[src/tade_params.svh]
// timing and framing constants for the tri-state address/data encoder
// assumes a 250 MHz system clock; included by the encoder files
`ifndef TADE_PARAMS_SVH
`define TADE_PARAMS_SVH
`define TADE_CLK_HZ 250000000
`define TADE_BIT_HZ 70000
// one symbol slot divides into four quarters
`define TADE_QTR_CYC ((`TADE_CLK_HZ / (`TADE_BIT_HZ * 4)) > 0 ? (`TADE_CLK_HZ / (`TADE_BIT_HZ * 4)) : 1)
`define TADE_ADDR_N 10
`define TADE_DATA_N 8
`define TADE_SYM_N 18
`define TADE_WORDS 3
`define TADE_GAP_SYM 4
`define TADE_LAG_MS 150
`define TADE_LAG_CYC (`TADE_LAG_MS * (`TADE_CLK_HZ / 1000))
`endif

[src/tade_pkg.sv]
// types shared by the encoder
package tade_pkg;
   typedef enum logic [1:0]
   {
      TADE_SYM_LOW = 2'h0,
      TADE_SYM_HIGH = 2'h1,
      TADE_SYM_FLOAT = 2'h2
   } tade_sym_t;
   typedef enum logic [3:0]
   {
      TADE_IDLE = 4'h1,
      TADE_LOAD = 4'h2,
      TADE_SEND = 4'h4,
      TADE_GAP = 4'h8
   } tade_state_t;
endpackage

[src/tade_encoder.sv]
// tri-state address/data encoder: request line to serial modulation stream
// assumes pins are read twice, through weak pull-up and pull-down, and latched once per cycle
`timescale 1ns/1ps
`default_nettype none
`include "tade_params.svh"
module tade_encoder
   import tade_pkg::*;
#(
   // quarter-slot length in clocks; a bench may shorten it to keep runs brief
   parameter int QTR_CYC = `TADE_QTR_CYC
)
(
   input wire logic clk,
   input wire logic sys_rst,
   input wire logic transmit_request,
   input wire logic [9:0] addr_select_up,
   input wire logic [9:0] addr_select_dn,
   input wire logic [7:0] payload_up,
   input wire logic [7:0] payload_dn,
   output logic tx_data_q,
   output logic tx_active_q
);
   // ********************************
   // input sensing
   // ********************************
   tade_sym_t sym_w [0:17];
   logic [17:0] up_w, dn_w;
   assign up_w = {payload_up, addr_select_up};
   assign dn_w = {payload_dn, addr_select_dn};
   genvar gi;
   generate
      for (gi = 0; gi < `TADE_SYM_N; gi++)
      begin : g_sense
         tade_tri_sense u_sense
         (
            .clk(clk),
            .sys_rst(sys_rst),
            .pin_up(up_w[gi]),
            .pin_dn(dn_w[gi]),
            .sym_q(sym_w[gi])
         );
      end
   endgenerate

   // ********************************
   // request sync and quarter-slot tick
   // ********************************
   logic req1_q, req2_q, req3_q;
   logic [11:0] div_q, div_d;
   logic tick;
   always_comb
   begin
      tick = (div_q == 12'(QTR_CYC - 1));
      div_d = tick ? 12'h000 : div_q + 12'h001;
   end
   always_ff @(posedge clk or posedge sys_rst)
   begin
      if (sys_rst)
      begin
         req1_q <= 1'b0;
         req2_q <= 1'b0;
         req3_q <= 1'b0;
         div_q <= 12'h000;
      end
      else
      begin
         req1_q <= transmit_request;
         req2_q <= req1_q;
         req3_q <= req2_q;
         div_q <= div_d;
      end
   end
   logic req_rise;
   assign req_rise = req2_q && !req3_q;

   // ********************************
   // framing state machine
   // ********************************
   tade_state_t st_q, st_d;
   logic [35:0] word_q, word_d;
   logic [4:0] sym_q, sym_d;
   logic [1:0] wrd_q, wrd_d, qtr_q, qtr_d;
   logic start_q, start_d;
   logic tx_d, act_d;
   logic [1:0] cur;
   always_comb
   begin
      st_d = st_q;
      word_d = word_q;
      sym_d = sym_q;
      wrd_d = wrd_q;
      qtr_d = qtr_q;
      start_d = start_q;
      tx_d = 1'b0;
      act_d = 1'b0;
      cur = word_q[2*sym_q +: 2];
      // a rising request is remembered so even a short press sends one cycle
      if (req_rise)
         start_d = 1'b1;
      case (st_q)
         TADE_IDLE:
         begin
            if (start_q || req2_q)
               st_d = TADE_LOAD;
         end
         TADE_LOAD:
         begin
            for (int i = 0; i < `TADE_SYM_N; i++)
               word_d[2*i +: 2] = sym_w[i];
            start_d = 1'b0;
            sym_d = 5'h00;
            wrd_d = 2'h0;
            qtr_d = 2'h0;
            // between repeats active holds; from idle it stays low until sending
            act_d = tx_active_q;
            if (tick)
               st_d = TADE_SEND;
         end
         TADE_SEND:
         begin
            act_d = 1'b1;
            // slot: low=1000, high=1110, float=1100 - mean near half mark
            case (qtr_q)
               2'h0: tx_d = 1'b1;
               2'h1: tx_d = (cur != TADE_SYM_LOW);
               2'h2: tx_d = (cur == TADE_SYM_HIGH);
               default: tx_d = 1'b0;
            endcase
            if (tick)
            begin
               qtr_d = qtr_q + 2'h1;
               if (qtr_q == 2'h3)
               begin
                  if (sym_q == 5'(`TADE_SYM_N - 1))
                  begin
                     sym_d = 5'h00;
                     st_d = TADE_GAP;
                  end
                  else
                     sym_d = sym_q + 5'h01;
               end
            end
         end
         TADE_GAP:
         begin
            act_d = 1'b1;
            tx_d = 1'b0;
            if (tick)
            begin
               qtr_d = qtr_q + 2'h1;
               if (qtr_q == 2'h3)
               begin
                  sym_d = sym_q + 5'h01;
                  if (sym_q == 5'(`TADE_GAP_SYM - 1))
                  begin
                     sym_d = 5'h00;
                     if (wrd_q == 2'(`TADE_WORDS - 1))
                     begin
                        // cycle done: repeat or stop, never mid-cycle
                        // a repeat keeps active high so the air sees one unbroken run
                        if (req2_q || start_d)
                           st_d = TADE_LOAD;
                        else
                        begin
                           st_d = TADE_IDLE;
                           act_d = 1'b0;
                        end
                     end
                     else
                     begin
                        wrd_d = wrd_q + 2'h1;
                        st_d = TADE_SEND;
                     end
                  end
               end
            end
         end
         default: st_d = TADE_IDLE;
      endcase
   end
   always_ff @(posedge clk or posedge sys_rst)
   begin
      if (sys_rst)
      begin
         st_q <= TADE_IDLE;
         word_q <= 36'h0;
         sym_q <= 5'h00;
         wrd_q <= 2'h0;
         qtr_q <= 2'h0;
         start_q <= 1'b0;
         tx_data_q <= 1'b0;
         tx_active_q <= 1'b0;
      end
      else
      begin
         st_q <= st_d;
         word_q <= word_d;
         sym_q <= sym_d;
         wrd_q <= wrd_d;
         qtr_q <= qtr_d;
         start_q <= start_d;
         tx_data_q <= tx_d;
         tx_active_q <= act_d;
      end
   end

   // ********************************
   // checks
   // ********************************
   a_quiet_idle: assert property (@(posedge clk) disable iff (sys_rst)
      (st_q == TADE_IDLE) |=> !tx_data_q)
      else $error("serial output active while idle");
   a_send_from_load: assert property (@(posedge clk) disable iff (sys_rst)
      (st_q == TADE_SEND) |-> ($past(st_q) inside {TADE_SEND, TADE_LOAD, TADE_GAP}))
      else $error("send entered without load");
   a_stop_at_end: assert property (@(posedge clk) disable iff (sys_rst)
      ($past(st_q) == TADE_GAP && st_q == TADE_IDLE) |-> $past(wrd_q) == 2'h2)
      else $error("cycle truncated");
   a_repeat_held: assert property (@(posedge clk) disable iff (sys_rst)
      ($past(st_q) == TADE_GAP && $past(req2_q) && st_q != TADE_GAP) |-> st_q != TADE_IDLE)
      else $error("held request did not repeat");
   a_word_count: assert property (@(posedge clk) disable iff (sys_rst)
      wrd_q <= 2'h2)
      else $error("more than three words");
   a_sym_range: assert property (@(posedge clk) disable iff (sys_rst)
      (st_q == TADE_SEND) |-> sym_q <= 5'd17)
      else $error("symbol index out of range");
   a_slot_lead: assert property (@(posedge clk) disable iff (sys_rst)
      (st_q == TADE_SEND && qtr_q == 2'h0) |=> tx_data_q)
      else $error("slot does not start with mark");
   a_rise_starts: assert property (@(posedge clk) disable iff (sys_rst)
      (req_rise && st_q == TADE_IDLE) |=> ##[0:2] st_q == TADE_LOAD)
      else $error("request edge ignored");
endmodule
`default_nettype wire

[src/tade_tri_sense.sv]
// one tri-state input sensor: classifies a pin as high, low or floating
// assumes the pad gives one pin reading under weak pull-up and one under weak pull-down
`timescale 1ns/1ps
`default_nettype none
module tade_tri_sense
   import tade_pkg::*;
(
   input wire logic clk,
   input wire logic sys_rst,
   input wire logic pin_up,
   input wire logic pin_dn,
   output tade_sym_t sym_q
);
   logic up1_q, up2_q, dn1_q, dn2_q;
   tade_sym_t sym_d;
   always_comb
   begin
      // pulled up reads 1, pulled down reads 0: a driven pin ignores the pull
      if (up2_q && dn2_q)
         sym_d = TADE_SYM_HIGH;
      else if (!up2_q && !dn2_q)
         sym_d = TADE_SYM_LOW;
      else
         sym_d = TADE_SYM_FLOAT;
   end
   always_ff @(posedge clk or posedge sys_rst)
   begin
      if (sys_rst)
      begin
         up1_q <= 1'b0;
         up2_q <= 1'b0;
         dn1_q <= 1'b0;
         dn2_q <= 1'b0;
         sym_q <= TADE_SYM_LOW;
      end
      else
      begin
         up1_q <= pin_up;
         up2_q <= up1_q;
         dn1_q <= pin_dn;
         dn2_q <= dn1_q;
         sym_q <= sym_d;
      end
   end
endmodule
`default_nettype wire

[config.mk]
export PLATFORM = sky130hd
export DESIGN_NAME = tade_encoder
export DESIGN_NICKNAME = d
export VERILOG_FILES = /design/src/tade_pkg.sv /design/src/tade_encoder.sv /design/src/tade_tri_sense.sv
export VERILOG_INCLUDE_DIRS = /design/src
export SDC_FILE = /design/constraint.sdc
export NUM_CORES = 1
export LEC_CHECK = 0
export ABC_AREA = 1
export BUFFER_PORTS_ARGS = -buffer_cell sky130_fd_sc_hd__buf_4
export CAP_MARGIN = 20
export CORE_UTILIZATION = 25
export CTS_BUF_LIST = sky130_fd_sc_hd__clkbuf_2
export DETAILED_ROUTE_END_ITERATION = 8
export GPL_ROUTABILITY_DRIVEN = 0
export SLEW_MARGIN = 20
export SYNTH_ARGS = -nofsm -noshare
export SYNTH_HDL_FRONTEND = slang
export SYNTH_SLANG_ARGS = --single-unit
[constraint.sdc]
create_clock -name clk -period 7 [get_ports clk]
set_input_delay 1.05 -clock clk [delete_from_list [all_inputs] [get_ports clk]]
set_output_delay 1.05 -clock clk [all_outputs]
set_load 0.005 [all_outputs]
==> flow_summary.json <==
{
  "fin_crit_sh": 0.339,
  "grt_max_degree": 91,
  "tns_ns": 0,
  "postCtsResizedCells": 0,
  "syn_area_per_cell_um2": 11.3,
  "drt-total-wl_um": 9840,
  "end_kind": "output pin",
  "reg2reg_to": "word_q[15]",
  "final_common_cell": "dfrtp_1",
  "area_growth_syn_to_layout_pct": 14.3,
  "drtPass1Iterations": 4,
  "startpoint": "tx_active_q",
  "cp_slowest_cell": "dfrtp_1",
  "grt_pass1_vias": 3618,
  "final_nets": 680,
  "worstSetupStartpointType": "flip-flop",
  "p_leak_nw": 3.59,
  "holdWs_ns": 0.359,
  "power_density_nw_per_um2": 297,
  "finalMaxSlewViolations": 0,
  "cts_setup_buffers": 0,
  "hold_viol": 0,
  "cts_tree": "built",
  "grt_pass1_wl_um": 17100,
  "worst_pin_slew_ns": 0.982,
  "r2r_slack_ns": 4.70,
  "hp-class": "reg2reg",
  "reg2reg_from": "st_q[3]",
  "antenna_found_initial": 1,
  "layout_common_cells": "dfrtp_1, nand2_1, inv_1",
  "maxCapViolCount": 0,
  "numCtsBuffers": 17,
  "min_to": "g_sense[1].u_sense.up2_q",
  "fp-row-count": 58,
  "cp_data_arrival_time_ns": 1.32,
  "dr_wl_met3_um": 275,
  "syn_nets": 634,
  "drtIter0Drc": 226,
  "fmax_mhz": 422,
  "num_io_pins": 41,
  "drcViolationCount": 0,
  "clkTransAtPathRegs_ns": 0.26,
  "numClockSinks": 175,
  "fin_area_um2": 7380,
  "initial_utilization": 0.256,
  "period_minus_slack_ns": 2.37,
  "critPathKind": "reg2out",
  "worstHoldStart": "g_sense[1].u_sense.up1_q",
  "cts_max_level": 4,
  "fill_cells": 2643,
  "status": "completed",
  "placed_cell_area_um2": 7100,
  "met1_length_um": 4850,
  "cp_slowest_stage_delay_ns": 0.44,
  "cp_num_buf_inv": 1,
  "rsz0062_at_grt": "false",
  "final_util": 0.292,
  "dp.cells": 926,
  "die_y_um": 163,
  "ys_warn_count": 0,
  "path_delay_family": "flip-flops",
  "met2_length_um": 4510,
  "netlist_instances": 569,
  "grt_overflow": 0,
  "cts-root-buf": "clkbuf_2",
  "track_usage": 0.0830,
  "max-slew-margin-rel": 0.345,
  "synth-seq-cells": 175,
  "fin_skew_ns": 0.0362,
  "min_delay_path_depth": 0,
  "vias_per_cell": 3.88,
  "setup_viol": 0,
  "cp.required_ns": 5.95,
  "hold_buffers": 0,
  "core_area_um2": 25300,
  "drive_above_1_share": 0.178,
  "critPathMaxFanout": 2,
  "ant_nets": 0,
  "top_layer": "met4",
  "die_area_um2": 26500,
  "io_buffers": 40,
  "worst-r2r-cell-count": 4,
  "crit_chain": "buf_4",
  "insertion_delay_ns": 0.73,
  "synth_cell_type_count": 42,
  "dp.final_hpwl_um": 6390,
  "synth.yosys.seq_area_share": 0.679,
  "syn_area_um2": 6450,
  "clk_path_buf_depth": 2,
  "final-instance-count-excl-fill": 959,
  "ir_drop_uv": 168,
  "wl_per_cell_um": 10.3,
  "vias": 3720,
  "fp.dieW_um": 163
}
==> final cells by class <==
cell class	count	area, um^2	area share
Antenna cell	1	2.50	0.000339
Timing Repair Buffer	41	312	0.0422
Clock buffer	17	85.1	0.0115
Sequential cell	175	4380	0.594
Tap cell	330	413	0.0560
Clock inverter	15	184	0.0249
Inverter	82	315	0.0427
Multi-Input combinational cell	298	1680	0.228
==> synthesized netlist by cell type <==
| cell | count | area share |
|---|---|---|
| dfrtp_1 | 174 | 0.67 |
| nand2_1 | 120 | 0.070 |
| inv_1 | 69 | 0.040 |
| o21ai_0 | 40 | 0.031 |
| nand3_1 | 35 | 0.027 |
| ha_1 | 26 | 0.050 |
| nor2_1 | 14 | 0.0081 |
| inv_2 | 11 | 0.0064 |
| a21oi_1 | 10 | 0.0078 |
| clkbuf_1 | 7 | 0.0041 |
| nor3_1 | 6 | 0.0047 |
| nor2_2 | 4 | 0.0039 |
| o21ai_1 | 4 | 0.0031 |
| xor2_1 | 4 | 0.0054 |
| buf_2 | 3 | 0.0023 |
| nor2_4 | 3 | 0.0052 |
| nor3_2 | 3 | 0.0047 |
| a31oi_1 | 2 | 0.0019 |
| buf_4 | 2 | 0.0023 |
| buf_6 | 2 | 0.0035 |
| clkinv_2 | 2 | 0.0016 |
| nand2_2 | 2 | 0.0019 |
| nand2_4 | 2 | 0.0035 |
| nand3_2 | 2 | 0.0031 |
| nand3b_1 | 2 | 0.0023 |
| nand4_1 | 2 | 0.0019 |
| nand4_2 | 2 | 0.0039 |
| or2_2 | 2 | 0.0019 |
| a211o_1 | 1 | 0.0014 |
| a21boi_1 | 1 | 0.0012 |
| a21oi_2 | 1 | 0.0014 |
| a22oi_1 | 1 | 0.0012 |
| dfstp_2 | 1 | 0.0041 |
| nor3_4 | 1 | 0.0025 |
| nor4_1 | 1 | 0.00097 |
| nor4b_1 | 1 | 0.0014 |
| o211ai_4 | 1 | 0.0033 |
| o21a_1 | 1 | 0.0012 |
| o21ai_2 | 1 | 0.0014 |
| o22ai_1 | 1 | 0.00097 |
| o31ai_1 | 1 | 0.0012 |
| xnor2_1 | 1 | 0.0014 |
==> registers in the layout (all words and copies together), names as in the netlist, 2 cells and up <==
| name | count |
|---|---|
| word_q | 36 |
| g_sense.u_sense.up2_q | 18 |
| qtr_q | 2 |
| g_sense.u_sense.up1_q | 18 |
| wrd_q | 2 |
| st_q | 4 |
| g_sense.u_sense.sym_q | 36 |
| div_q | 12 |
| g_sense.u_sense.dn1_q | 18 |
| g_sense.u_sense.dn2_q | 18 |
| sym_q | 5 |
==> cells by family after synthesis <==
kind of cell,after synthesis,synth area share
compound gates,65,0.0568
xor+xnor,5,0.00679
fa+ha+maj,26,0.0504
buf+inv,96,0.0603
flops,175,0.679
simple gates,202,0.147
==> worst max path at each step <==
stage | end | slack (ns) | cells past startpoint
floorplan | div_q[0] | 1.21 | 1
CTS | tx_active_q | 4.50 | 1
global route | word_q[1] | 4.39 | 5
detailed placement | g_sense[3].u_sense.up1_q | 4.11 | 3
finish | tx_active_q | 4.63 | 1
global placement | g_sense[4].u_sense.dn2_q | 4.15 | 3
==> where the power goes <==
part           total [W]  leakage, nW  switching (W)  internal (W)
sequential       0.00121         2.14      0.0000494       0.00116
combinational   0.000423         1.28       0.000275      0.000148
clock           0.000554        0.157       0.000348      0.000206
==> through the flow <==
stage	worst slack [ns]	total power [W]
3_3_place_gp	4.15	0.00165
3_5_place_dp	4.11	0.00166
5_1_grt	4.39	0.00235
4_1_cts	4.50	0.00223
2_1_floorplan	1.21	0.00156
6_report	4.63	0.00219
==> layer usage <==
| metal | vias up | track usage |
|---|---|---|
| met5 | - | 0 |
| met4 | 0 | 0.0467 |
| met3 | 13 | 0.0224 |
| met2 | 56 | 0.124 |
| met1 | 1760 | 0.109 |
| li1 | 1891 | - |
No activity file was read; power rests on OpenSTA's default activity.
